## src/rtl/crypt_consts.svh

```systemverilog
/*
  Register offsets, field positions, reset values and cycle counts of
  the block cipher engine.
  Assumes inclusion by bare name wherever these constants are needed.
*/
`ifndef CRYPT_CONSTS_SVH
`define CRYPT_CONSTS_SVH

// word registers, byte addresses on the 12-bit apb address
`define OFS_CONTROL     12'h000
`define OFS_CONFIG      12'h004
`define OFS_STATUS      12'h008
`define OFS_INT_MASK    12'h00c
// windows of several words, compared on the upper address bits
`define BASE_KEY        7'h01
`define BASE_TEXT_A     8'h04
`define BASE_TEXT_B     8'h05
`define BASE_CHAIN      8'h06

// control_low_register fields
`define CTL_ENABLE      15
`define CTL_IDLE_STOP   13
`define CTL_FREE_IE     10
`define CTL_DONE_IE     9
`define CTL_GO          8
`define CTL_OPSEL_LSB   0

// configuration register fields
`define CFG_CIPHER      0
`define CFG_CHAIN_LSB   1
`define CFG_KEYLEN_LSB  4
`define CFG_KEYSRC_LSB  8

// status and interrupt mask share this layout
`define ST_FAIL         0
`define ST_DONE         1
`define ST_FREE         2

// reset values
`define RST_NEED_EXPAND 1'b1
`define RST_WORD        32'h0000_0000

// cycle counts of the datapath
`define EXPAND_CYCLES   4'h8
`define ROUND_LAST      4'hf

`endif

```

## src/rtl/crypt_pkg.sv

```systemverilog
/*
  Types and helper functions of the block cipher engine.
  Assumes nothing beyond the compile order: this file comes first.
*/
package crypt_pkg;

  typedef enum logic [3:0] {
    OP_ENCRYPT   = 4'h0,
    OP_DECRYPT   = 4'h1,
    OP_EXPAND    = 4'h2,
    OP_KEY_STORE = 4'h3
  } op_t;

  // gray codes along idle, expand, run, done
  typedef enum logic [1:0] {
    ST_IDLE   = 2'b00,
    ST_EXPAND = 2'b01,
    ST_RUN    = 2'b11,
    ST_DONE   = 2'b10
  } eng_state_t;

  typedef enum logic [1:0] {
    CH_ECB = 2'h0,
    CH_CBC = 2'h1
  } chain_t;

  typedef enum logic [1:0] {
    KL_BASE = 2'h0,
    KL_192  = 2'h1,
    KL_256  = 2'h2
  } keylen_t;

  typedef enum logic [1:0] {
    KS_SOFTWARE = 2'h0,
    KS_STORED   = 2'h1
  } keysrc_t;

  typedef struct packed {
    logic         busy;
    logic [3:0]   cnt;
    logic [127:0] acc;
    logic         done;
  } kx_t;

  typedef struct packed {
    logic         busy;
    logic         decrypt;
    logic         des;
    logic [3:0]   rnd;
    logic [127:0] x;
    logic         done;
  } bd_t;

  typedef struct packed {
    logic [31:0]       prdata;
    logic              pready;
    logic              pslverr;
    logic              irq;
    logic              enable;
    logic              idle_stop;
    logic              free_ie;
    logic              done_ie;
    logic              go;
    logic [3:0]        opsel;
    logic              cipher;
    logic [1:0]        chain;
    logic [1:0]        keylen;
    logic [1:0]        keysrc;
    logic              fail;
    logic              done_flag;
    logic              free_flag;
    logic              need_expand;
    logic [1:0]        last_keylen;
    logic [1:0]        last_keysrc;
    logic [7:0][31:0]  key;
    logic [7:0][31:0]  key_store;
    logic [3:0][31:0]  text_a;
    logic [3:0][31:0]  text_b;
    logic [3:0][31:0]  chain_reg;
    eng_state_t        st;
    logic [3:0]        run_op;
    logic [127:0]      run_in;
    logic              exp_start;
    logic              blk_start;
  } core_t;

  // block width: 64 bits for des (cipher 0), 128 bits for aes
  function automatic logic [127:0] blk_mask(input logic des);
    blk_mask = des ? {64'h0, {64{1'b1}}} : {128{1'b1}};
  endfunction : blk_mask

  // one-bit rotations inside the live lane of the block
  function automatic logic [127:0] rot_l(input logic [127:0] v,
                                         input logic         des);
    rot_l = des ? {64'h0, v[62:0], v[63]} : {v[126:0], v[127]};
  endfunction : rot_l

  function automatic logic [127:0] rot_r(input logic [127:0] v,
                                         input logic         des);
    rot_r = des ? {64'h0, v[0], v[63:1]} : {v[0], v[127:1]};
  endfunction : rot_r

endpackage : crypt_pkg

```

## src/rtl/key_expander.sv

```systemverilog
/*
  Multi-cycle key schedule unit: folds the masked key into a schedule.
  Assumes a one-cycle start pulse while idle and a key stable until done.
*/
`timescale 1ns/10ps
`include "crypt_consts.svh"

module key_expander
  import crypt_pkg::*;
(
  input  wire logic         pclk,
  input  wire logic         presetn,
  input  wire logic         start,
  input  wire logic         hold,
  input  wire logic [255:0] key_in,
  output logic              done,
  output logic [127:0]      sched_key
);

  kx_t s;
  kx_t next_s;

  // schedule mixes rotation and step count; hold freezes it in idle stop
  always_comb begin : next_logic
    next_s      = s;
    // done stands while frozen, else a stalled sequencer would miss it
    next_s.done = s.done && hold;
    if (start) begin
      next_s.busy = 1'b1;
      next_s.cnt  = `EXPAND_CYCLES;
      next_s.acc  = key_in[127:0] ^ key_in[255:128];
    end else if (s.busy && !hold) begin
      next_s.acc = {s.acc[124:0], s.acc[127:125]} ^ {124'h0, s.cnt};
      if (s.cnt == 4'h1) begin
        next_s.busy = 1'b0;
        next_s.done = 1'b1;
      end else begin
        next_s.cnt = s.cnt - 4'h1;
      end
    end
  end

  always_ff @(posedge pclk or negedge presetn) begin : state_reg
    if (!presetn) begin
      s <= '0;
    end else begin
      s <= next_s;
    end
  end

  assign done      = s.done;
  assign sched_key = s.acc;

endmodule : key_expander

```

## src/rtl/block_decipher.sv

```systemverilog
/*
  Round-iterated block datapath, encrypt or decrypt direction.
  Assumes a one-cycle start pulse while idle and a stable schedule key.
*/
`timescale 1ns/10ps
`include "crypt_consts.svh"

module block_decipher
  import crypt_pkg::*;
(
  input  wire logic         pclk,
  input  wire logic         presetn,
  input  wire logic         start,
  input  wire logic         hold,
  input  wire logic         decrypt,
  input  wire logic         des,
  input  wire logic [127:0] rkey,
  input  wire logic [127:0] din,
  output logic              done,
  output logic [127:0]      dout
);

  bd_t          s;
  bd_t          next_s;
  logic [255:0] rk_wide;
  logic [127:0] rk;

  // decrypt walks the rounds backwards so it undoes encrypt exactly
  always_comb begin : next_logic
    next_s      = s;
    // done stands while frozen, else a stalled sequencer would miss it
    next_s.done = s.done && hold;
    rk_wide     = {rkey, rkey} << s.rnd;
    rk          = rk_wide[255:128] & blk_mask(s.des);
    if (start) begin
      next_s.busy    = 1'b1;
      next_s.decrypt = decrypt;
      next_s.des     = des;
      next_s.rnd     = decrypt ? `ROUND_LAST : 4'h0;
      next_s.x       = din & blk_mask(des);
    end else if (s.busy && !hold) begin
      if (s.decrypt) begin
        next_s.x   = rot_r(s.x, s.des) ^ rk;
        next_s.rnd = s.rnd - 4'h1;
      end else begin
        next_s.x   = rot_l(s.x ^ rk, s.des);
        next_s.rnd = s.rnd + 4'h1;
      end
      if (s.rnd == (s.decrypt ? 4'h0 : `ROUND_LAST)) begin
        next_s.busy = 1'b0;
        next_s.done = 1'b1;
      end
    end
  end

  always_ff @(posedge pclk or negedge presetn) begin : state_reg
    if (!presetn) begin
      s <= '0;
    end else begin
      s <= next_s;
    end
  end

  assign done = s.done;
  assign dout = s.x;

endmodule : block_decipher

```

## src/rtl/crypt_engine.sv

```systemverilog
/*
  Block cipher engine: apb register file, run sequencer, key storage,
  chaining, interrupt flags; instantiates key_expander, block_decipher.
  Assumes an apb3 master on pclk and device_idle synchronous to pclk.
*/
// The APB register port and the placing of the registers are this design's own decisions.
// Notes on behaviour
// software sets engine_enable before go; go is refused otherwise (code checks only the enable bit written together with go)
// software programs cipher, chaining, key length and source first
// operation_select code 0001 selects decrypt
// only the lowest n key bits are used for key length n
// software runs the expansion operation before first aes decrypt
// illegal configuration raises the fail flag and the run is refused
// des input comes only from the lowest 64 bits of text register b
// go starts the run, stays set while busy, clears at completion
// fresh expansion after reset, key store, or key mode/source change
// free interrupt enable at control bit 10 flags text reload
// completion raises done flag; interrupt only with done enable
// with several sources enabled, software reads go to tell done
// software reads the result; later blocks skip reconfiguration
// operation_select code 0000 selects encrypt
// blocks are 64 bits for des and 128 bits for aes
// idle stop 0 runs on in device idle; 1 freezes as in sleep
// configuration and key writes are ignored while go is set
`timescale 1ns/10ps
`include "crypt_consts.svh"

module crypt_engine
  import crypt_pkg::*;
(
  input  wire logic        pclk,
  input  wire logic        presetn,
  input  wire logic        psel,
  input  wire logic        penable,
  input  wire logic        pwrite,
  input  wire logic [11:0] paddr,
  input  wire logic [31:0] pwdata,
  input  wire logic        device_idle,
  output logic [31:0]      prdata,
  output logic             pready,
  output logic             pslverr,
  output logic             irq
);

  core_t          s;
  core_t          next_s;
  logic           exp_done;
  logic [127:0]   sched_key;
  logic           blk_done;
  logic [127:0]   blk_out;
  logic           stall;
  logic           busy;
  logic           des;
  logic [255:0]   key_used;
  logic [127:0]   din;
  logic [127:0]   result;
  logic           hit;
  logic [31:0]    rd;
  logic [3:0]     w_op;
  logic           go_req;
  logic           expand_req;
  logic           is_crypt;

  // configuration check shared by the live flag and the go request
  function automatic logic cfg_bad(input logic       cipher,
                                   input logic [1:0] chain,
                                   input logic [1:0] keylen,
                                   input logic [1:0] keysrc,
                                   input logic [3:0] op);
    cfg_bad = (chain > CH_CBC) || (keysrc > KS_STORED) ||
              (op > OP_KEY_STORE) ||
              (cipher ? (keylen > KL_256) : (keylen != KL_BASE));
  endfunction : cfg_bad

  // lowest n bits of the key survive, n from cipher and key length
  function automatic logic [255:0] key_mask(input logic       cipher,
                                            input logic [1:0] keylen);
    if (!cipher) begin
      key_mask = {192'h0, {64{1'b1}}};
    end else if (keylen == KL_192) begin
      key_mask = {64'h0, {192{1'b1}}};
    end else if (keylen == KL_256) begin
      key_mask = {256{1'b1}};
    end else begin
      key_mask = {128'h0, {128{1'b1}}};
    end
  endfunction : key_mask

  key_expander u_expander (
    .pclk      (pclk),
    .presetn   (presetn),
    .start     (s.exp_start),
    .hold      (stall),
    .key_in    (key_used),
    .done      (exp_done),
    .sched_key (sched_key)
  );

  block_decipher u_datapath (
    .pclk    (pclk),
    .presetn (presetn),
    .start   (s.blk_start),
    .hold    (stall),
    .decrypt (s.run_op == OP_DECRYPT),
    .des     (!s.cipher),
    .rkey    (sched_key),
    .din     (s.run_in),
    .done    (blk_done),
    .dout    (blk_out)
  );

  // datapath views and read mux
  always_comb begin : datapath_view
    stall    = s.idle_stop && device_idle;
    busy     = s.go;
    des      = !s.cipher;
    key_used = (s.keysrc == KS_STORED) ? s.key_store : s.key;
    key_used = key_used & key_mask(s.cipher, s.keylen);
    din      = s.text_b & blk_mask(des);
    if (s.chain == CH_CBC && s.run_op == OP_ENCRYPT) begin
      result = blk_out;
    end else if (s.chain == CH_CBC) begin
      result = (blk_out ^ s.chain_reg) & blk_mask(des);
    end else begin
      result = blk_out;
    end
    hit = 1'b1;
    rd  = `RST_WORD;
    if (paddr == `OFS_CONTROL) begin
      rd[`CTL_ENABLE]    = s.enable;
      rd[`CTL_IDLE_STOP] = s.idle_stop;
      rd[`CTL_FREE_IE]   = s.free_ie;
      rd[`CTL_DONE_IE]   = s.done_ie;
      rd[`CTL_GO]        = s.go;
      rd[`CTL_OPSEL_LSB+:4] = s.opsel;
    end else if (paddr == `OFS_CONFIG) begin
      rd[`CFG_CIPHER]       = s.cipher;
      rd[`CFG_CHAIN_LSB+:2] = s.chain;
      rd[`CFG_KEYLEN_LSB+:2] = s.keylen;
      rd[`CFG_KEYSRC_LSB+:2] = s.keysrc;
    end else if (paddr == `OFS_STATUS) begin
      rd[`ST_FAIL] = s.fail;
      rd[`ST_DONE] = s.done_flag;
      rd[`ST_FREE] = s.free_flag;
    end else if (paddr == `OFS_INT_MASK) begin
      rd[`ST_DONE] = s.done_ie;
      rd[`ST_FREE] = s.free_ie;
    end else if (paddr[11:5] == `BASE_KEY) begin
      rd = 32'h0;  // key words are write-only so the key cannot leak
    end else if (paddr[11:4] == `BASE_TEXT_A) begin
      rd = s.text_a[paddr[3:2]];
    end else if (paddr[11:4] == `BASE_TEXT_B) begin
      rd = s.text_b[paddr[3:2]];
    end else if (paddr[11:4] == `BASE_CHAIN) begin
      rd = s.chain_reg[paddr[3:2]];
    end else begin
      hit = 1'b0;
    end
  end

  // bus slave, go request, sequencer, flags; events set after clears
  always_comb begin : next_logic
    next_s           = s;
    next_s.exp_start = 1'b0;
    next_s.blk_start = 1'b0;
    w_op             = pwdata[`CTL_OPSEL_LSB+:4];
    go_req           = 1'b0;
    expand_req       = s.need_expand || (s.keylen != s.last_keylen) ||
                       (s.keysrc != s.last_keysrc);
    is_crypt         = (w_op == OP_DECRYPT) || (w_op == OP_ENCRYPT);
    // one wait state: pready rises one cycle into the access phase
    if (psel && penable && !s.pready) begin
      next_s.pready  = 1'b1;
      next_s.prdata  = rd;
      next_s.pslverr = !hit;
    end else if (psel && penable) begin
      next_s.pready  = 1'b0;
      next_s.pslverr = 1'b0;
      if (!pwrite && paddr == `OFS_STATUS) begin
        // clear only what the read reported, so a later event survives
        next_s.done_flag = s.done_flag && !s.prdata[`ST_DONE];
        next_s.free_flag = s.free_flag && !s.prdata[`ST_FREE];
      end
      if (pwrite && paddr == `OFS_CONTROL) begin
        next_s.idle_stop = pwdata[`CTL_IDLE_STOP];
        next_s.free_ie   = pwdata[`CTL_FREE_IE];
        next_s.done_ie   = pwdata[`CTL_DONE_IE];
        if (!busy) begin
          next_s.enable = pwdata[`CTL_ENABLE];
          next_s.opsel  = w_op;
          go_req = pwdata[`CTL_GO] && pwdata[`CTL_ENABLE] &&
                   !cfg_bad(s.cipher, s.chain, s.keylen,
                            s.keysrc, w_op);
        end
      end
      if (pwrite && paddr == `OFS_INT_MASK) begin
        next_s.free_ie = pwdata[`ST_FREE];
        next_s.done_ie = pwdata[`ST_DONE];
      end
      if (pwrite && !busy) begin
        if (paddr == `OFS_CONFIG) begin
          next_s.cipher = pwdata[`CFG_CIPHER];
          next_s.chain  = pwdata[`CFG_CHAIN_LSB+:2];
          next_s.keylen = pwdata[`CFG_KEYLEN_LSB+:2];
          next_s.keysrc = pwdata[`CFG_KEYSRC_LSB+:2];
        end else if (paddr[11:5] == `BASE_KEY) begin
          next_s.key[paddr[4:2]] = pwdata;
        end else if (paddr[11:4] == `BASE_TEXT_A) begin
          next_s.text_a[paddr[3:2]] = pwdata;
        end else if (paddr[11:4] == `BASE_TEXT_B) begin
          next_s.text_b[paddr[3:2]] = pwdata;
        end else if (paddr[11:4] == `BASE_CHAIN) begin
          next_s.chain_reg[paddr[3:2]] = pwdata;
        end
      end
    end
    // accepted go: latch the operation and its input block
    if (go_req) begin
      next_s.go     = 1'b1;
      next_s.run_op = w_op;
      if (w_op == OP_KEY_STORE) begin
        next_s.key_store   = s.key;
        next_s.need_expand = 1'b1;
        next_s.st          = ST_DONE;
      end else if (!is_crypt || expand_req) begin
        next_s.st        = ST_EXPAND;
        next_s.exp_start = 1'b1;
      end else begin
        next_s.st        = ST_RUN;
        next_s.blk_start = 1'b1;
      end
      if (is_crypt) begin
        next_s.run_in = (s.chain == CH_CBC && w_op == OP_ENCRYPT) ?
                        (din ^ s.chain_reg) & blk_mask(des) : din;
        next_s.free_flag = 1'b1;
      end
    end
    // sequencer, frozen while idle stop holds the engine
    if (!stall) begin
      unique case (s.st)
        ST_IDLE: begin
        end
        ST_EXPAND: begin
          if (exp_done) begin
            next_s.need_expand = 1'b0;
            next_s.last_keylen = s.keylen;
            next_s.last_keysrc = s.keysrc;
            if (s.run_op == OP_EXPAND) begin
              next_s.st = ST_DONE;
            end else begin
              next_s.st        = ST_RUN;
              next_s.blk_start = 1'b1;
            end
          end
        end
        ST_RUN: begin
          if (blk_done) begin
            next_s.text_a = result & blk_mask(des);
            if (s.chain == CH_CBC) begin
              next_s.chain_reg = (s.run_op == OP_DECRYPT) ?
                                 s.run_in : blk_out;
            end
            next_s.st = ST_DONE;
          end
        end
        ST_DONE: begin
          next_s.go        = 1'b0;
          next_s.done_flag = 1'b1;
          next_s.st        = ST_IDLE;
        end
      endcase
    end
    next_s.fail = cfg_bad(next_s.cipher, next_s.chain, next_s.keylen,
                          next_s.keysrc, next_s.opsel);
    next_s.irq  = (next_s.done_flag && next_s.done_ie) ||
                  (next_s.free_flag && next_s.free_ie);
  end

  // one register for all engine state; key expansion is owed after reset
  always_ff @(posedge pclk or negedge presetn) begin : state_reg
    if (!presetn) begin
      s             <= '0;
      s.need_expand <= `RST_NEED_EXPAND;
    end else begin
      s <= next_s;
    end
  end

  assign prdata  = s.prdata;
  assign pready  = s.pready;
  assign pslverr = s.pslverr;
  assign irq     = s.irq;

endmodule : crypt_engine

```

## config.mk

```make
export PLATFORM = sky130hd
export DESIGN_NAME = crypt_engine
export DESIGN_NICKNAME = d
export VERILOG_FILES = /design/src/rtl/crypt_pkg.sv /design/src/rtl/key_expander.sv /design/src/rtl/block_decipher.sv /design/src/rtl/crypt_engine.sv
export VERILOG_INCLUDE_DIRS = /design/src /design/src/rtl
export SDC_FILE = /design/constraint.sdc
export NUM_CORES = 2
export LEC_CHECK = 0
export BUFFER_PORTS_ARGS = -buffer_cell sky130_fd_sc_hd__buf_2
export CORE_MARGIN = 2
export CORE_UTILIZATION = 40
export DETAILED_ROUTE_END_ITERATION = 7
export GPL_ROUTABILITY_DRIVEN = 0
export GPL_TIMING_DRIVEN = 0
export SLEW_MARGIN = 20
export SYNTH_ARGS = -nofsm -noshare
export SYNTH_HDL_FRONTEND = slang
export SYNTH_SLANG_ARGS = --single-unit
```

## constraint.sdc

```tcl
create_clock -name pclk -period 5.1 [get_ports pclk]
set_clock_uncertainty 0.1 [all_clocks]
set_input_delay 1.02 -clock pclk [delete_from_list [all_inputs] [get_ports pclk]]
set_output_delay 1.02 -clock pclk [all_outputs]
set_load 0.03 [all_outputs]
```

# == After elaboration in Yosys (flattened, before gate mapping) ==
# Index checks and enable logic that the tools add are counted.
# classes
addsub,3
n_lt_le_gt_ge,12
eq_ne,23
shift,1
muxes,136
n_bitwise,19
n_reduce_logical,62
# op_table
cell,n
$mux 128,18
$mux 384,5
$mux 256,5
$and 128x128->128,6
$xor 128x128->128,5
$bwmux 128,3
$mux 32,9
$mux 133,2
$mux 132,2
$mux 130,2
$and 256x256->256,1
$bwmux 256,1
$shl 256x4->256,1
$bmux 32 s2,3
$mux 136,1
$mux 134,1
$xor 128x4->128,1
$demux 32 s3,1
$demux 32 s2,1
$mux 29,2
$mux 1,41
$mux 2,19
$mux 4,7
$eq 12x4->1 const B,2
38 further kinds,117
# totals
reg_bits,1361
output_inout_bits,35
wordCells,319

# == Logic depth before layout (Yosys ltp) ==
# depth
depth_word,17
mapped_depth,10

# == Hierarchy ==
# A second synthesis with hierarchy kept.
# unflattened
cells_unflattened,7494
area_unflattened_um2,80019.2
# by_module_without_submodules
module,n_inst,cells_per_inst,area_each_um2
crypt_engine,1,5234,55004.0
block_decipher,1,1410,16648.5
key_expander,1,850,8366.8

# == Least setup slack after synthesis ==
# Ideal clock, no wire load.
# synth_timing
path_type,input -> register
startpoint,in paddr[2]
endpoint,reg s[533] (netlist bit)
setup_ns,0.125
arrival_time_ns,2.838
t_required_ns,4.875
slack_ns,2.037
cell_stages,7
path_buffers,3
path_cell_list,buf_2 or2_2 nor3_2 nand4_1 clkbuf_1 clkbuf_1 mux2_2
# synth_via
elab_chain_len,6
# synth_rtl
element,line_no,text
start: declaration,crypt_engine.sv:36,"input wire logic [11:0] paddr,"
$logic_not 12->1 (no line),-,
$logic_and 1x1->1 (no line),-,
$mux 1,crypt_engine.sv:184,if (pwrite && paddr == `OFS_CONTROL) begin
$mux 1,crypt_engine.sv:176,end else if (psel && penable) begin
$mux 1,crypt_engine.sv:172,if (psel && penable && !s.pready) begin
$reduce_and 2->1 (no line),-,
end signal: assignment,crypt_engine.sv:285,s <= next_s;
end: declaration,crypt_engine.sv:45,core_t s;
# No other way between the ends.
# A chain may end at the register's enable or synchronous reset.

# == Worst setup path after layout ==
# layout_timing
startpoint,reg s[1042] (netlist bit)
endpoint,reg s[25] (netlist bit)
# layout_via
elab_chain_len,10
word_cells_on_any_way,11
cone_classes,1 x order compare; 5 x mux; 5 x reduce/logical
# layout_rtl
element,line_no,text
$gt 2x2->1 / $reduce_bool 2->1 (equally long branches),crypt_engine.sv:72,(cipher ? (keylen > KL_256) : (keylen != KL_BASE));
$mux 1 (*),crypt_engine.sv:72,
$logic_or 1x1->1 (*),crypt_engine.sv:71,(op > OP_KEY_STORE) ||
$logic_not 1->1 (*),crypt_engine.sv:192,"!cfg_bad(s.cipher, s.chain, s.keylen,"
$logic_and 1x1->1 (*),crypt_engine.sv:191,go_req = pwdata[`CTL_GO] && pwdata[`CTL_ENABLE] &&
$mux 1 (*),crypt_engine.sv:188,if (!busy) begin
$mux 1 (*),crypt_engine.sv:184,
$mux 1 (*),crypt_engine.sv:176,
$mux 1 (*),crypt_engine.sv:172,
$reduce_and 2->1 (no line) (*),-,
# Mark *: on every way between the ends. The rest lies on a longest branch, timed or not.

==> parameters.txt <==
Parameter                              Value

Power
  Leakage power figure    around 37 nW
  Areal power density over the cells    between 200 and 300 nW/um^2
  Pint    17.81 mW
  Overall Power    23.57 mW
  Share of power burned in the clock network    approximately half
  Proportion of power drawn by combinational gates    under 10%
  Register share of total power    46.1%
  Net switching share of the total power    about 24%
  Power spent charging and discharging nets    5.756 mW
  Worst ir drop on vdd    roughly 0.27 mV

Job
  Maximum Capacitance Violations    0

Worst setup path
  Buf+Inv Stages, Crit Path    4
  Most frequent CP cell    clkbuf_1
  Critical path capture point type    flop
  Crit Path Class    reg -> reg
  Data required time at the worst endpoint    between 5000 and 6000 ps
  CP top delay family    buffers and inverters
  Worst-path cell with the longest stage delay    clkbuf_1
  Highest net fanout along the worst path    10
  Maximum single-stage delay on the critical path    900 ps
  List of cells traversed by the critical path    inv_1 > ha_1 > nor2_1 > and4b_1 > nand4_1 > clkbuf_1 > clkbuf_1 > clkbuf_1 > nand2_1 > o21ai_0
  Category of the worst setup path launch point    flop
  Crit path DAT    about 5300 ps

Detailed routing
  Via Count    approximately 64000
  Residual DRC    31
  Detailed-routing iteration count for the pre-antenna-repair pass    8
  Detail-routed net length per standard cell    33.89 um
  DRT antenna net count    0
  Total routed wirelength    around 340 mm
  Via count normalized by instance count    approximately 6.4
  Drt initial violations    roughly 9500

Die
  Number of rows created at floorplan    162
  Placeable core region    just under 200000 sq um
  Die outline area    a little under 200000 sq um
  Vertical die dimension    approximately 450 um
  Die Span X    between 400 and 500 um
  Initial Util    40.13%
  Top-Level Pins    85

Clock network
  Post-CTS setup buffers    0
  Number of hold-repair buffers added at the cts stage    0
  Cts bufs inserted    ~150
  CTS tree    done
  H-tree depth    4
  Number of resized instances in the post-cts repair step    0
  Clk sinks    1361
  Deepest clock path buffer count    3
  Clock Tree Root    clkbuf_16
  CTS clock-pin slew for the worst setup and hold paths    60 ps
  Clock latency of the later-clocked register in the worst-skew pair    between 800 and 900 ps

Timing
  Transition time at the pin with the least slew margin    1427 ps
  Final number of max-transition violations    0
  Final worst slack    ~410 ps
  Fmax    between 200 and 250 MHz
  Headroom to the max-slew limit    between 4 and 5%
  Final Setup Violations    0
  Clock period minus final worst setup slack    around 4700 ps
  Tcrit/Tclk final    around nine tenths
  Final count of hold timing violations    0
  Setup repair after global routing missed its margin    false

Synth
  Library cells used by synthesis    76
  Average size of a mapped cell    about 11 sq um
  Synthesized net count    approximately 7100
  Cell area after synthesis    between 70000 and 80000 sq um
  Synthesis warning total    0
  Async S/R FF share, synth    between 90% and 100%
  Fraction of the yosys area taken by sequential cells    between 40% and 50%
  Post-synthesis register bit count    roughly 1400
  Number of enable-type register cells in the synthesized netlist    0
  Synth Flop Type    dfrtp_1
  Syn Inst Count    between 7000 and 8000

Place
  Half-perimeter wire length after placement    around 250 mm
  Input/output buffers    61
  Placement-stage worst setup slack    -50.38 ps

Finish
  Leading cell types in the layout, fill and taps excluded    1360 x dfrtp_1, 1087 x nand2_1, 678 x mux2_2
  Layout overhead on the synthesized area    12.42%
  Fill count    roughly 18000
  Most common cell after layout, fill and taps aside    dfrtp_1
  Fraction of layout cells with a size suffix above 1    around a fifth
  Number of nets in the layout    approximately 7400

Outcome
  Result of the run    complete, but fails checks
  Violated checks    DRC

Global route
  Wire length of the first global-routing pass    between 400 and 500 mm
  Vias in the first global route    roughly 62000
  Total global routing overflow    0
  Antenna violations before repair    19
  Total GRT Usage    around a third
  Largest net degree at the start of global routing    approximately 150

Min path
  Kind of path behind the tightest hold check    in -> async
path summary, 6_finish.rpt:
path                       slack, ps  cells past startpoint         endpoint         from
hold reg to reg                  370                      1       prdata[14]   prdata[14]
max in group asynchronous       1960                      5           s[701]      presetn
setup reg to reg                 410                     10            s[25]      s[1042]
setup / recovery                 410                     10            s[25]      s[1042]
hold / removal                    70                      1        prdata[9]      presetn
min in group pclk                350                      3  u_expander.done  device_idle
Yosys cell counts (35+ instances only):
cell | number | area [sq um]
buf_4 | 44 | 330.3
mux4_2 | 298 | 6711
nor2_1 | 162 | 608.1
nand2_1 | 1087 | 4080
o21ai_0 | 166 | 830.8
o22ai_1 | 132 | 825.8
a21oi_1 | 100 | 500.5
buf_1 | 70 | 262.8
xnor2_1 | 348 | 3048
mux2i_1 | 447 | 4474
a211oi_1 | 129 | 968.4
a21o_1 | 35 | 262.8
o211ai_1 | 130 | 975.9
xor2_1 | 484 | 4239
buf_2 | 58 | 290.3
dfrtp_1 | 1360 | 34030
clkbuf_1 | 502 | 1884
and2_1 | 127 | 794.5
o31ai_1 | 67 | 503.0
a31oi_1 | 133 | 832.1
nand3_1 | 83 | 415.4
a222oi_1 | 66 | 660.6
a22oi_1 | 63 | 473.0
mux2_2 | 678 | 7635
per-layer routing:
layer	up-vias	track usage, %	routed length, um
li1	25790	-	-
met1	32550	40.47	122600
met2	4601	48.36	141500
met3	1376	14.05	46290
met4	18	22.02	27450
met5	-	0.4640	437
power by group through the flow:
stage	clock [mW]	combinational (mW)	sequential (mW)
after floorplan	0	0.275	11.1
after global placement	0	0.787	11.1
after detailed placement	0	0.857	11.1
after CTS	11.9	0.859	10.9
after global routing	12.3	0.914	10.9
final	11.8	0.867	10.9
state kept, by name, summed over array words and instances (netlist names), 5 cells and up, named ones only:
name	flops
s	1052
u_expander.sched_key	128
u_expander.s	5
u_datapath.s	7
u_datapath.dout	128
prdata	32
layout make-up:
cell class	instances	area, sq um	share of cell area [%]
multi-input cells	4983	40940	46.74
flip-flops and latches	1361	34060	38.88
clock buffers	224	4446	5.075
well taps	2542	3181	3.631
plain buffers	689	3015	3.442
repair buffers	95	1006	1.148
clock inverters	55	849.6	0.9698
inverters	18	67.56	0.07713
diodes	14	35.03	0.03999
per-stage QoR:
stage	instances	setup TNS [ps]	cell area, sq um	util, %	hold slack, ps
after floorplan	7051	0	77920	-	349.8
after global placement	9654	-	81410	41.92	359.6
after detailed placement	9687	-309.0	82230	42.35	366.4
after CTS	9966	0	87530	45.08	82.20
after global routing	9970	0	87570	45.10	114.0
final	9981	0	87600	45.11	72.41
cell families after synthesis:
family | share of synthesized area (%)
AO/OA/AOI/OAI | 10.02
XOR/XNOR | 9.352
adder cells (fa/ha/maj) | 0.1509
buffers and inverters | 3.865
flip-flops | 43.71
multiplexers | 24.46
AND/OR/NAND/NOR | 8.445
(Power assumes the default switching activity.)
